**src/design/self_program_pkg.sv**
```systemverilog
// constants shared by the self-programming controller and the cpu-side end
// assumes a single 25 MHz clock for both ends
package self_program_pkg;
    localparam int CLK_MHZ = 25;
    localparam logic [7:0] CSR_OFFSET = 8'h37;
    localparam logic [7:0] CSR_RESET = 8'h00;
    localparam int BIT_STORE_ENABLE = 0;
    localparam int BIT_PAGE_ERASE = 1;
    localparam int BIT_PAGE_WRITE = 2;
    localparam int BIT_FUSE_LOCK_READ = 3;
    localparam int BIT_BUFFER_CLEAR = 4;
    localparam int BIT_SIGNATURE_READ = 5;
    localparam logic [7:0] CSR_WRITABLE = 8'h3F;
    localparam logic [7:0] CSR_READABLE = 8'h3F;
    localparam logic [2:0] LOAD_WINDOW = 3'h3;
    localparam logic [2:0] STORE_WINDOW = 3'h4;
    localparam logic [15:0] INDEX_FUSE_LOW = 16'h0000;
    localparam logic [15:0] INDEX_LOCK = 16'h0001;
    localparam logic [15:0] INDEX_FUSE_EXTENDED = 16'h0002;
    localparam logic [15:0] INDEX_FUSE_HIGH = 16'h0003;
    localparam int WORD_BITS = 5;
    localparam int PAGE_WORDS = 32;
    localparam int PAGE_BITS = 7;
    // flash write time in microseconds, taken midway inside 3.7 ms .. 4.5 ms
    localparam int FLASH_MIN_US = 3700;
    localparam int FLASH_MAX_US = 4500;
    localparam int FLASH_CYCLES = (FLASH_MIN_US + FLASH_MAX_US) / 2 * CLK_MHZ;
    // host command port register map
    localparam logic [3:0] HOST_CMD = 4'h0;
    localparam logic [3:0] HOST_INDEX = 4'h1;
    localparam logic [3:0] HOST_DATA = 4'h2;
    localparam logic [3:0] HOST_STATUS = 4'h3;
    localparam logic [3:0] HOST_RESULT = 4'h4;
    localparam logic [3:0] HOST_ACTION = 4'h5;
    typedef enum logic [1:0] {ACT_CSR, ACT_LOAD, ACT_STORE} action_type;
endpackage : self_program_pkg

```
**src/design/self_program_if.sv**
```systemverilog
// cpu-to-controller link: csr access, load and store instruction strobes
// assumes both ends share one clock
`timescale 1ns/1ps
interface self_program_if (input wire logic CLK);
    logic csr_write;
    logic csr_read;
    logic [7:0] csr_wdata;
    logic [7:0] csr_rdata;
    logic load_valid;
    logic store_valid;
    logic [15:0] index;
    logic [15:0] store_data;
    logic load_special;
    logic [7:0] load_data;
    logic cpu_halt;
    modport device (input csr_write, csr_read, csr_wdata, load_valid, store_valid,
        index, store_data, output csr_rdata, load_special, load_data, cpu_halt);
    modport host (output csr_write, csr_read, csr_wdata, load_valid, store_valid,
        index, store_data, input csr_rdata, load_special, load_data, cpu_halt);
endinterface : self_program_if

```
**src/design/self_program_control.sv**
```systemverilog
// self-programming control and status register with arming windows and flash timer
// assumes the cpu end raises one-cycle load/store strobes and obeys cpu_halt
//
// What this block does
// armed fuse-lock read returns fuse/lock data
// read bits clear on load or timeout
// disarmed loads return program memory (the cpu end returns 00 instead)
// programmed bits read zero, unprogrammed one
// index 0001 selects lock bits
// index 0000 selects low fuse byte
// index 0003 selects high fuse byte
// index 0002 selects extended fuse byte
// armed signature read returns table byte
// bits 7:6 read zero, not writable
// buffer clear discards page buffer contents
// page write stores buffer to page
// page write bit clears on finish/timeout
// page erase clears addressed page
// page erase bit clears on finish/timeout
// cpu halted during erase or write
// plain store fills buffer word, lsb ignored
// store enable clears after store/timeout
// store enable stays set during operation
// flash operations timed 3.7 to 4.5 ms
// reset does not abort flash write
// eeprom write blocks programming and reads
// arming window counter clears stale commands
`timescale 1ns/1ps
module self_program_control
    import self_program_pkg::*;
(
    input wire logic CLK,
    input wire logic RST,
    input wire logic CE,
    self_program_if.device LINK,
    input wire logic [7:0] FUSE_LOW,
    input wire logic [7:0] FUSE_HIGH,
    input wire logic [7:0] FUSE_EXTENDED,
    input wire logic [1:0] LOCK_BITS,
    input wire logic [7:0] SIGNATURE_DATA,
    input wire logic EEPROM_BUSY,
    output logic [5:0] SIGNATURE_INDEX,
    output logic FLASH_ERASE,
    output logic FLASH_WRITE,
    output logic [PAGE_BITS-1:0] FLASH_PAGE,
    output logic [16*PAGE_WORDS-1:0] FLASH_DATA
);
    typedef enum logic [1:0] {IDLE, ERASING, WRITING} flash_state_type;

    flash_state_type state;
    logic [5:0] csr;
    logic [2:0] window;
    logic [31:0] timer;
    logic [15:0] buffer [PAGE_WORDS];
    logic [PAGE_WORDS-1:0] buffer_loaded;
    logic armed_read;
    logic armed_sig;
    logic store_cmd;
    logic [7:0] special_data;

    // software reads of fuses/lock and any programming are blocked by eeprom activity
    assign armed_read = csr[BIT_STORE_ENABLE] && csr[BIT_FUSE_LOCK_READ];
    assign armed_sig = csr[BIT_STORE_ENABLE] && csr[BIT_SIGNATURE_READ];
    assign store_cmd = LINK.store_valid && csr[BIT_STORE_ENABLE] && state == IDLE
        && !EEPROM_BUSY && window > 3'h1;
    assign LINK.csr_rdata = {2'b00, csr};
    assign LINK.cpu_halt = (state != IDLE);
    assign LINK.load_special = LINK.load_valid && (armed_read || armed_sig)
        && window >= STORE_WINDOW + 3'h2 - LOAD_WINDOW && !EEPROM_BUSY;
    assign LINK.load_data = special_data;
    assign SIGNATURE_INDEX = LINK.index[5:0];

    // fuse, lock or signature byte chosen by the index; bits are returned raw, 0 = programmed
    always_comb
    begin
        special_data = SIGNATURE_DATA;
        if (armed_read)
        begin
            unique case (LINK.index)
                INDEX_FUSE_LOW: special_data = FUSE_LOW;
                INDEX_LOCK: special_data = {6'h3F, LOCK_BITS};
                INDEX_FUSE_EXTENDED: special_data = FUSE_EXTENDED;
                INDEX_FUSE_HIGH: special_data = FUSE_HIGH;
                default: special_data = 8'hFF;
            endcase
        end
    end

    // arming window: counts down the cycles left after the register write, store commands lapse when it reaches one, read commands at two
    always_ff @(posedge CLK)
    begin
        if (RST)
            window <= 3'h0;
        else if (CE)
        begin
            if (LINK.csr_write && state == IDLE && !EEPROM_BUSY)
                window <= STORE_WINDOW + 3'h1;
            else if (window != 3'h0)
                window <= window - 3'h1;
        end
    end

    // control register: writes, auto-clears and timeouts
    always_ff @(posedge CLK)
    begin
        if (RST && state == IDLE)
            csr <= CSR_RESET[5:0];
        else if (CE)
        begin
            if (state != IDLE)
            begin
                if (timer == 32'h0)
                    csr <= 6'h00;
                else
                    csr[BIT_STORE_ENABLE] <= 1'b1;
            end
            else if (LINK.csr_write && !EEPROM_BUSY)
                csr <= LINK.csr_wdata[5:0] & CSR_WRITABLE[5:0];
            else if (LINK.load_special)
                csr <= 6'h00;
            else if (store_cmd && !(LINK.store_valid
                && (csr[BIT_PAGE_ERASE] || csr[BIT_PAGE_WRITE])))
                csr <= 6'h00;
            else if (window == 3'h1)
                csr <= 6'h00;
            else if (window == 3'h2 && (csr[BIT_FUSE_LOCK_READ] || csr[BIT_SIGNATURE_READ]))
                csr <= 6'h00;
            else
                csr[BIT_BUFFER_CLEAR] <= 1'b0;
        end
    end

    // flash sequencer; a reset does not stop a running erase or write
    // busy test comes first so an unknown state at power-up falls through to reset
    always_ff @(posedge CLK)
    begin
        if (state != IDLE)
        begin
            if (CE)
            begin
                if (timer == 32'h0)
                    state <= IDLE;
                else
                    timer <= timer - 32'h1;
            end
        end
        else if (RST)
        begin
            state <= IDLE;
            timer <= 32'h0;
            FLASH_PAGE <= '0;
        end
        else if (CE)
        begin
            if (store_cmd && csr[BIT_PAGE_ERASE])
            begin
                state <= ERASING;
                timer <= 32'(FLASH_CYCLES - 1);
                FLASH_PAGE <= LINK.index[WORD_BITS+PAGE_BITS:WORD_BITS+1];
            end
            else if (store_cmd && csr[BIT_PAGE_WRITE])
            begin
                state <= WRITING;
                timer <= 32'(FLASH_CYCLES - 1);
                FLASH_PAGE <= LINK.index[WORD_BITS+PAGE_BITS:WORD_BITS+1];
            end
        end
    end

    // one-cycle flash strobes at the end of each timed operation
    always_ff @(posedge CLK)
    begin
        if (RST && state == IDLE)
        begin
            FLASH_ERASE <= 1'b0;
            FLASH_WRITE <= 1'b0;
        end
        else if (CE)
        begin
            FLASH_ERASE <= state == ERASING && timer == 32'h0;
            FLASH_WRITE <= state == WRITING && timer == 32'h0;
        end
    end

    // temporary page buffer, one write per word until cleared
    generate
        for (genvar w = 0; w < PAGE_WORDS; w++)
        begin : g_word
            always_ff @(posedge CLK)
            begin
                if (RST && state == IDLE)
                begin
                    buffer[w] <= 16'hFFFF;
                    buffer_loaded[w] <= 1'b0;
                end
                else if (CE)
                begin
                    if ((LINK.csr_write && LINK.csr_wdata[BIT_BUFFER_CLEAR] && state == IDLE)
                        || EEPROM_BUSY && buffer_loaded != '0
                        || FLASH_WRITE)
                    begin
                        buffer[w] <= 16'hFFFF;
                        buffer_loaded[w] <= 1'b0;
                    end
                    else if (store_cmd && csr[5:1] == 5'h00 && !buffer_loaded[w]
                        && LINK.index[WORD_BITS:1] == WORD_BITS'(w))
                    begin
                        buffer[w] <= LINK.store_data;
                        buffer_loaded[w] <= 1'b1;
                    end
                end
            end
            assign FLASH_DATA[16*w +: 16] = buffer[w];
        end
    endgenerate
endmodule : self_program_control

```
**src/flat_wrapper.sv**
```systemverilog
// flat-port wrapper written by rule: the top's interface ports become plain ports
module self_program_control_flat import self_program_pkg::*;
  (CLK, RST, CE, FUSE_LOW, FUSE_HIGH, FUSE_EXTENDED, LOCK_BITS, SIGNATURE_DATA, EEPROM_BUSY, SIGNATURE_INDEX, FLASH_ERASE, FLASH_WRITE, FLASH_PAGE, FLASH_DATA, LINK_csr_write, LINK_csr_read, LINK_csr_wdata, LINK_load_valid, LINK_store_valid, LINK_index, LINK_store_data, LINK_csr_rdata, LINK_load_special, LINK_load_data, LINK_cpu_halt);
  self_program_if LINK_i (.CLK(CLK));
  input wire logic CLK;
  input wire logic RST;
  input wire logic CE;
  input wire logic [7:0] FUSE_LOW;
  input wire logic [7:0] FUSE_HIGH;
  input wire logic [7:0] FUSE_EXTENDED;
  input wire logic [1:0] LOCK_BITS;
  input wire logic [7:0] SIGNATURE_DATA;
  input wire logic EEPROM_BUSY;
  output logic [5:0] SIGNATURE_INDEX;
  output logic FLASH_ERASE;
  output logic FLASH_WRITE;
  output logic [PAGE_BITS-1:0] FLASH_PAGE;
  output logic [16*PAGE_WORDS-1:0] FLASH_DATA;
  input wire logic [$bits(LINK_i.csr_write)-1:0] LINK_csr_write;
  input wire logic [$bits(LINK_i.csr_read)-1:0] LINK_csr_read;
  input wire logic [$bits(LINK_i.csr_wdata)-1:0] LINK_csr_wdata;
  input wire logic [$bits(LINK_i.load_valid)-1:0] LINK_load_valid;
  input wire logic [$bits(LINK_i.store_valid)-1:0] LINK_store_valid;
  input wire logic [$bits(LINK_i.index)-1:0] LINK_index;
  input wire logic [$bits(LINK_i.store_data)-1:0] LINK_store_data;
  output wire logic [$bits(LINK_i.csr_rdata)-1:0] LINK_csr_rdata;
  output wire logic [$bits(LINK_i.load_special)-1:0] LINK_load_special;
  output wire logic [$bits(LINK_i.load_data)-1:0] LINK_load_data;
  output wire logic [$bits(LINK_i.cpu_halt)-1:0] LINK_cpu_halt;
  assign LINK_i.csr_write = LINK_csr_write;
  assign LINK_i.csr_read = LINK_csr_read;
  assign LINK_i.csr_wdata = LINK_csr_wdata;
  assign LINK_i.load_valid = LINK_load_valid;
  assign LINK_i.store_valid = LINK_store_valid;
  assign LINK_i.index = LINK_index;
  assign LINK_i.store_data = LINK_store_data;
  assign LINK_csr_rdata = LINK_i.csr_rdata;
  assign LINK_load_special = LINK_i.load_special;
  assign LINK_load_data = LINK_i.load_data;
  assign LINK_cpu_halt = LINK_i.cpu_halt;
  self_program_control u_core (.CLK(CLK), .RST(RST), .CE(CE), .LINK(LINK_i), .FUSE_LOW(FUSE_LOW), .FUSE_HIGH(FUSE_HIGH), .FUSE_EXTENDED(FUSE_EXTENDED), .LOCK_BITS(LOCK_BITS), .SIGNATURE_DATA(SIGNATURE_DATA), .EEPROM_BUSY(EEPROM_BUSY), .SIGNATURE_INDEX(SIGNATURE_INDEX), .FLASH_ERASE(FLASH_ERASE), .FLASH_WRITE(FLASH_WRITE), .FLASH_PAGE(FLASH_PAGE), .FLASH_DATA(FLASH_DATA));
endmodule
```
**config.mk**
```make
export PLATFORM = sky130hd
export DESIGN_NAME = self_program_control_flat
export DESIGN_NICKNAME = d
export VERILOG_FILES = /design/src/design/self_program_pkg.sv /design/src/design/self_program_if.sv /design/src/design/self_program_control.sv /design/src/flat_wrapper.sv
export SDC_FILE = /design/constraint.sdc
export NUM_CORES = 1
export LEC_CHECK = 0
export ABC_AREA = 1
export ABC_CLOCK_PERIOD_IN_PS = 7200
export BUFFER_PORTS_ARGS = -buffer_cell sky130_fd_sc_hd__buf_2
export CELL_PAD_IN_SITES_DETAIL_PLACEMENT = 1
export CELL_PAD_IN_SITES_GLOBAL_PLACEMENT = 2
export CORE_UTILIZATION = 37
export DETAILED_ROUTE_END_ITERATION = 16
export GPL_TIMING_DRIVEN = 0
export PLACE_DENSITY_LB_ADDON = 0.1
export SETUP_SLACK_MARGIN = 0.4
export SYNTH_ARGS = -nofsm -noshare
export SYNTH_HDL_FRONTEND = slang
export SYNTH_SLANG_ARGS = --single-unit
```
**constraint.sdc**
```tcl
create_clock -name CLK -period 7.2 [get_ports CLK]
set_input_delay 0.36 -clock CLK [delete_from_list [all_inputs] [get_ports CLK]]
set_output_delay 0.36 -clock CLK [all_outputs]
set_load 0.03 [all_outputs]
```
==> flow_metrics.tcl, run 1 <==
set metrics [dict create \
    cts_sinks 596 \
    yosys.area_share.xor_xnor_pct 0.242 \
    synth_top_family_by_area "simple AND/OR/NAND/NOR gates" \
    cts_tree "yes" \
    clockRootBuffer "clkbuf_16" \
    ios 627 \
    fmax_ghz 0.249 \
    timing.final.crit_period_ns 4.01 \
    final_max_slew_viol_count 0 \
    post-route-period-util_pct 55.7 \
    route.detailed.drc 0 \
    startpoint "u_core.state[1]$_SDFFCE_PP0P_" \
    synthMuxAreaShare_pct 0 \
    worstPathRequired_ns 7.31 \
    die_y_um 264 \
    fin_tns_setup_ns 0 \
    path_clk_slew_ns 0.06 \
    yosysUniqueCellTypes 38 \
    cts_resized 0 \
    routedWlPerCell_um 29.1 \
    synth_adder_area_share_pct 0.346 \
    worst_ep_arrival_time_ns 4.12 \
    cts_setup_buffers 0 \
    dieArea_sq_um 69500 \
    synth_area_sq_um 25300 \
    fin_skew_ns 0.0352 \
    finalSetupViolations 0 \
    postCtsHoldBufs 1 \
    core_sq_um 67400 \
    synth_compound_area_share_pct 2.23 \
    cp-endpoint "u_core.buffer[25][13]$_SDFFCE_PN1P_" \
    dp_worst_setup_slack_ns 3.18 \
    maxCapViolCount 0 \
    cp_max_fo 16 \
    worstReg2RegEnd "u_core.buffer[25][13]$_SDFFCE_PN1P_" \
    start_util_pct 37.6 \
    cts_buffers 68 \
    r2r_cells 7 \
    slew_headroom_pct 3.65 \
    vias 21500 \
    ctsHtreeMaxLevel 3 \
    first_pass_iters 5 \
    dr.first_iter.drc_count 2025 \
    status "completed" \
    grt_remaining_overflow 0 \
    crit_type "reg -> reg" \
    yosysWarnings 0 \
    power.density_nw_per_um2 243 \
    die-width_um 264 \
    final_hold_viol_count 0 \
    tightest_slew_ns 1.43 \
    drive_gt1_share_pct 31.2 \
    ant_nets 0 \
    reg2reg_from "u_core.state[1]$_SDFFCE_PP0P_" \
    rsz0062_at_grt "false" \
    antenna_found_initial 7 \
    io_buffers 619 \
    syn_to_final_growth_pct 26.3 \
    power_leakage_uw 0.00888 \
    viasPerCell 5.77 \
    grt_pass1_wl_um 154000 \
    syn_area_per_cell_sq_um 12.1 \
    worst_setup_path_end_kind "register" \
    clock_path_buffers 3 \
    ys_seq_area_share_pct 69.0 \
    drt-total-wl_um 109000 \
    grt_pass1_vias 21300 \
    dp_hpwl_um 80100 \
    gp_congestion 0.881 \
    yosys.area_share.simple_pct 22.5 \
    start_kind "register" \
    rows 95 \
    fin_ws_ns 3.19 \
    grt_max_degree 21 \
    vdd_drop_max_v 0.000152 \
    rrSetupSlack_ns 3.19 \
    clk-insertion-delay-late_ns 0.62 \
    syn_inst 2093 \
    yosys_register_bits 596 \
    min_path_type "in -> reg" \
    grtUsageTotal_pct 30.7 \
    fin_nets 2884 \
]
## per-layer routing
metal  vias up  GRT usage, %  wire [um]
met3       223          5.78       8070
met1     10900          39.3      43400
met2      1081          50.3      52400
met4         0          14.2       4750
met5         -             0          0
li1       9332             -          -
## cell usage in the layout (no fill, tap or decap), types with 7 or more instances in the layout
cell,instances
nor2_2,7
or2_2,8
a21boi_0,18
dfxtp_1,43
nor3_4,9
edfxtp_1,553
ha_1,7
inv_1,104
o21ai_2,16
clkbuf_1,137
nand3_1,132
buf_4,14
clkinv_2,16
nor2_4,8
o21ai_0,20
clkinv_1,14
buf_2,704
nand4_1,490
nor3_1,29
diode_2,8
clkbuf_16,68
nor3_2,7
bufinv_16,7
nand2_1,174
a21oi_1,34
nor2_1,165
## final cells by class
type / instances / area (sq um)
fill: 7346 / 35400
sequential: 596 / 17500
multi-input combinational: 1162 / 6490
timing repair buffer: 631 / 3280
clock buffer: 82 / 1770
tap: 873 / 1090
buffer: 228 / 1030
clock inverter: 39 / 408
inverter: 108 / 408
antenna: 8 / 20.0
## cell usage after synthesis
cell type,n,share of area (%)
a211oi_1,1,0.030
a21boi_0,18,0.53
a21oi_1,34,0.67
a31oi_1,4,0.099
and2_1,2,0.049
buf_1,3,0.044
buf_2,85,1.7
buf_4,13,0.39
buf_6,2,0.089
clkbuf_1,125,1.9
clkinv_1,3,0.044
conb_1,1,0.015
dfxtp_1,43,3.4
edfxtp_1,553,66
ha_1,7,0.35
inv_1,104,1.5
inv_4,1,0.025
nand2_1,174,2.6
nand3_1,132,2.6
nand3_2,1,0.040
nand3b_1,3,0.089
nand4_1,490,12
nor2_1,166,2.5
nor2_2,7,0.17
nor2_4,7,0.31
nor3_1,30,0.59
nor3_2,6,0.24
nor3_4,9,0.58
nor3b_1,2,0.059
nor3b_4,4,0.30
nor4_1,4,0.099
o21a_1,2,0.059
o21ai_0,40,0.79
o21ai_1,1,0.020
o31ai_1,1,0.030
or2_2,8,0.20
xnor2_1,2,0.069
xor2_1,5,0.17
## worst max-delay path, cell delays in order, from the launching register on
cell	delay (ns)
edfxtp_1	0.41
nor2_4	0.10
nand2_1	0.09
clkbuf_1	0.81
nand3_1	0.26
nand2_1	0.37
clkbuf_1	0.65
nand2_1	0.79
## sequential cells by signal, indices dropped and copies added (netlist names)
register and cells:
u_core.FLASH_ERASE 1, u_core.FLASH_PAGE 7, u_core.FLASH_WRITE 1, u_core.buffer 512, u_core.buffer_loaded 32, u_core.csr 6, u_core.state 2, u_core.timer 32
u_core.window 3
## kinds of logic after synthesis
group / after synthesis
adder cells (fa/ha/maj): 7
AO/OA/AOI/OAI: 101
AND/OR/NAND/NOR: 1045
other: 1
flip-flops: 596
buffers and inverters: 336
XOR/XNOR: 7
## worst min path at each step
| stage | slack [ns] | cells past startpoint | from | endpoint |
|---|---|---|---|---|
| finish | 0.06 | 3 | LINK_index[10] | u_core.FLASH_PAGE[4]$_SDFFCE_PP0P_ |
| global route | 0.05 | 3 | LINK_index[7] | u_core.FLASH_PAGE[1]$_SDFFCE_PP0P_ |
| CTS | 0.02 | 3 | LINK_index[7] | u_core.FLASH_PAGE[1]$_SDFFCE_PP0P_ |
| detailed placement | 0.50 | 2 | u_core.buffer_loaded[21]$_SDFFE_PP0P_ | u_core.buffer_loaded[21]$_SDFFE_PP0P_ |
| global placement | 0.49 | 2 | u_core.buffer_loaded[22]$_SDFFE_PP0P_ | u_core.buffer_loaded[22]$_SDFFE_PP0P_ |
| floorplan | 0.47 | 2 | u_core.buffer_loaded[20]$_SDFFE_PP0P_ | u_core.buffer_loaded[20]$_SDFFE_PP0P_ |
## metrics by stage
step	cells	power, uW	hold WS [ns]	cell area [sq um]	utilization [%]
after floorplan	2094	4130	0.474	25300	-
after global placement	3586	4330	0.491	29500	43.8
after detailed placement	3597	4350	0.504	29700	44.1
after CTS	3719	7790	0.0249	31900	47.4
after global routing	3725	7950	0.0464	32000	47.4
final	3727	7770	0.0650	32000	47.4
## power by group
part / total (uW) / internal, uW / switching [uW]
Sequential: 3810 / 3790 / 21.0
Clock: 3490 / 2020 / 1470
Combinational: 475 / 94.9 / 380
Total: 7770 / 5900 / 1870
(Power assumes the default switching activity.)
==> inputs of run 2 (changes only) <==
--- a/config.mk
+++ b/config.mk
@@ -6,11 +6,11 @@
 export NUM_CORES = 1
 export LEC_CHECK = 0
 export ABC_AREA = 1
-export ABC_CLOCK_PERIOD_IN_PS = 7200
+export ABC_CLOCK_PERIOD_IN_PS = 4110
 export BUFFER_PORTS_ARGS = -buffer_cell sky130_fd_sc_hd__buf_2
 export CELL_PAD_IN_SITES_DETAIL_PLACEMENT = 1
 export CELL_PAD_IN_SITES_GLOBAL_PLACEMENT = 2
-export CORE_UTILIZATION = 37
+export CORE_UTILIZATION = 35
 export DETAILED_ROUTE_END_ITERATION = 16
 export GPL_TIMING_DRIVEN = 0
 export PLACE_DENSITY_LB_ADDON = 0.1
==> constraint.sdc (replaced) <==
create_clock -name CLK -period 4.11 [get_ports CLK]
set_input_delay 0.2055 -clock CLK [delete_from_list [all_inputs] [get_ports CLK]]
set_output_delay 0.2055 -clock CLK [all_outputs]
set_load 0.03 [all_outputs]
==> run 2 against run 1 <==
- wire length grew 2.0%
- critical path depth is 2 higher
- non-clock buffer count increased by 16
- register-to-register slack worse by 2.7 ns
- sequential share of layout area decreased by 0.61 points
- clock power is 81% higher
- via count fell by 0.40%
- final area is 1.1% higher
- critical endpoint is now u_core.buffer[17][14]$_SDFFCE_PN1P_
- largest power group unchanged
==> flow_metrics.tcl, run 2 (synthesized netlist as in run 1, its figures left out) <==
set metrics [dict create \
    status "completed" \
    use_met2_pct 50.0 \
    grt_busiest_layer "met2" \
    worstReg2RegEnd "u_core.buffer[17][14]$_SDFFCE_PN1P_" \
    vdd_drop_max_v 0.000266 \
    min_path_type "in -> reg" \
    grt_pass1_vias 21400 \
    slew_headroom_pct 4.91 \
    largest_reg_flops 512 \
    dieArea_sq_um 73400 \
    critPathMostFrequentCell "nand2_1" \
    rsz0062_at_grt "true" \
    clockRootBuffer "clkbuf_16" \
    fin_nets 2901 \
    rrSetupSlack_ns 0.52 \
    tightest_slew_ns 1.42 \
    cts_sinks 596 \
    cts_buffers 69 \
    crit_type "reg -> reg" \
    die-width_um 271 \
    hold_end "u_core.buffer[23][5]$_SDFFCE_PN1P_" \
    antenna_found_initial 4 \
    vias 21400 \
    cts_tree "yes" \
    r2r_cells 9 \
    die_y_um 271 \
    start_kind "register" \
    worst_ep_arrival_time_ns 3.76 \
    grt_remaining_overflow 0 \
    grt_use_met1_pct 38.6 \
    clock_path_buffers 3 \
    grt_pass1_wl_um 158000 \
    worst_path_largest_cell_delay_ns 0.69 \
    viasPerCell 5.61 \
    maxCapViolCount 0 \
    post-route-period-util_pct 87.5 \
    cp_max_fo 16 \
    hold_start "LINK_store_data[5]" \
    power_leakage_uw 0.00899 \
    startpoint "u_core.buffer_loaded[3]$_SDFFE_PP0P_" \
    dp_hpwl_um 81700 \
    grt_max_degree 24 \
    fin_skew_ns 0.0294 \
    final_max_slew_viol_count 0 \
    fmax_ghz 0.278 \
    slowest_stage "nand2_1" \
    fillers 7846 \
    drt-total-wl_um 111000 \
    first_pass_iters 6 \
    finalPower_uw 13900 \
    start_util_pct 35.4 \
    grtUsageTotal_pct 29.7 \
    ios 627 \
    worstPathRequired_ns 4.28 \
    stdcell_count 3817 \
    layout_common_cells "704 x buf_2, 553 x edfxtp_1, 490 x nand4_1" \
    timing.final.crit_period_ns 3.59 \
    dp_cells 3675 \
    finalSetupViolations 0 \
    reg_top3 "u_core.buffer (512), u_core.buffer_loaded (32), u_core.timer (32)" \
    gp_congestion 0.877 \
    dr.first_iter.drc_count 1829 \
    routedWlPerCell_um 29.0 \
    cts_setup_buffers 0 \
    path_cells "nor2_1 -> nand2_1 -> nor2_1 -> nand2_1 -> o21ai_1 -> nand3_1 -> nand2_1 -> clkbuf_1 -> nand2_1" \
    final_hold_viol_count 0 \
    syn_to_final_growth_pct 27.7 \
    reg2reg_from "u_core.buffer_loaded[3]$_SDFFE_PP0P_" \
    regMostFlops "u_core.buffer" \
    path_clk_slew_ns 0.07 \
    ctsHtreeMaxLevel 3 \
    io_buffers 619 \
    worst_setup_path_end_kind "register" \
    use_met3_pct 5.23 \
    ant_nets 0 \
    power.density_nw_per_um2 429 \
    drive_gt1_share_pct 31.6 \
    layout_commonest_cell "buf_2" \
    route.detailed.drc 0 \
    core_sq_um 71500 \
    worstHoldPathCells 3 \
    rows 98 \
    clk-insertion-delay-late_ns 0.63 \
]
==> run 2: power breakdown <==
part	internal (uW)	switching [uW]
combinational	175	679
clock	3660	2670
sequential	6630	37.2
total	10500	3380
==> run 2: cell type report <==
| cell class | count | area (sq um) | share of cell area [%] |
|---|---|---|---|
| Buffer | 228 | 1030 | 3.18 |
| Antenna cell | 2 | 5.00 | 0.0155 |
| Multi-Input combinational cell | 1162 | 6500 | 20.1 |
| Clock buffer | 82 | 1830 | 5.66 |
| Tap cell | 950 | 1190 | 3.68 |
| Clock inverter | 42 | 463 | 1.43 |
| Sequential cell | 596 | 17500 | 54.0 |
| Inverter | 108 | 408 | 1.26 |
| Timing Repair Buffer | 647 | 3430 | 10.6 |
==> run 2: worst max-delay path, delay by kind of cell (launching register included) <==
kind | cells | cell delay [ns]
simple gates | 7 | 1.73
buf+inv | 1 | 0.65
compound gates | 1 | 0.41
flops | 1 | 0.36
==> run 2: routing by layer <==
metal / part of all wire, % / up-vias / routed length, um
met3: 7.0 / 177 / 7760
met5: 0.024 / - / 27
met4: 3.2 / 4 / 3540
met1: 41 / 10900 / 45300
met2: 49 / 898 / 54100
li1: - / 9378 / -
==> run 2: timing repair <==
| item | in CTS | in global routing |
|---|---|---|
| endpoints found under the hold margin | 19 | 0 |
| resized for setup | 1 | 4 |
| setup endpoints to repair | 288 | 288 |
| hold buffers | 16 | 0 |
==> run 2: worst max path at each step <==
stage / cells past startpoint / slack (ns) / to
2_1_floorplan: 8 / 0.98 / u_core.timer[0]$_DFFE_PP_
3_3_place_gp: 8 / -0.57 / u_core.timer[2]$_SDFFCE_PN0P_
3_5_place_dp: 7 / 0.11 / u_core.buffer[25][13]$_SDFFCE_PN1P_
4_1_cts: 9 / 0.41 / u_core.buffer[25][4]$_SDFFCE_PN1P_
5_1_grt: 9 / 0.19 / u_core.buffer[27][13]$_SDFFCE_PN1P_
6_report: 9 / 0.52 / u_core.buffer[17][14]$_SDFFCE_PN1P_
==> run 2: through the flow <==
stage               setup slack [ns]  instance area [sq um]  util, %  hold slack, ns  setup TNS (ns)
finish                         0.515                  32300     45.2          0.0595               0
global route                   0.193                  32300     45.2          0.0590               0
CTS                            0.406                  32300     45.2          0.0343               0
detailed placement             0.109                  29800     41.8           0.472               0
global placement              -0.569                  29600     41.4           0.471          -66.03
floorplan                      0.979                  25300        -           0.350               0
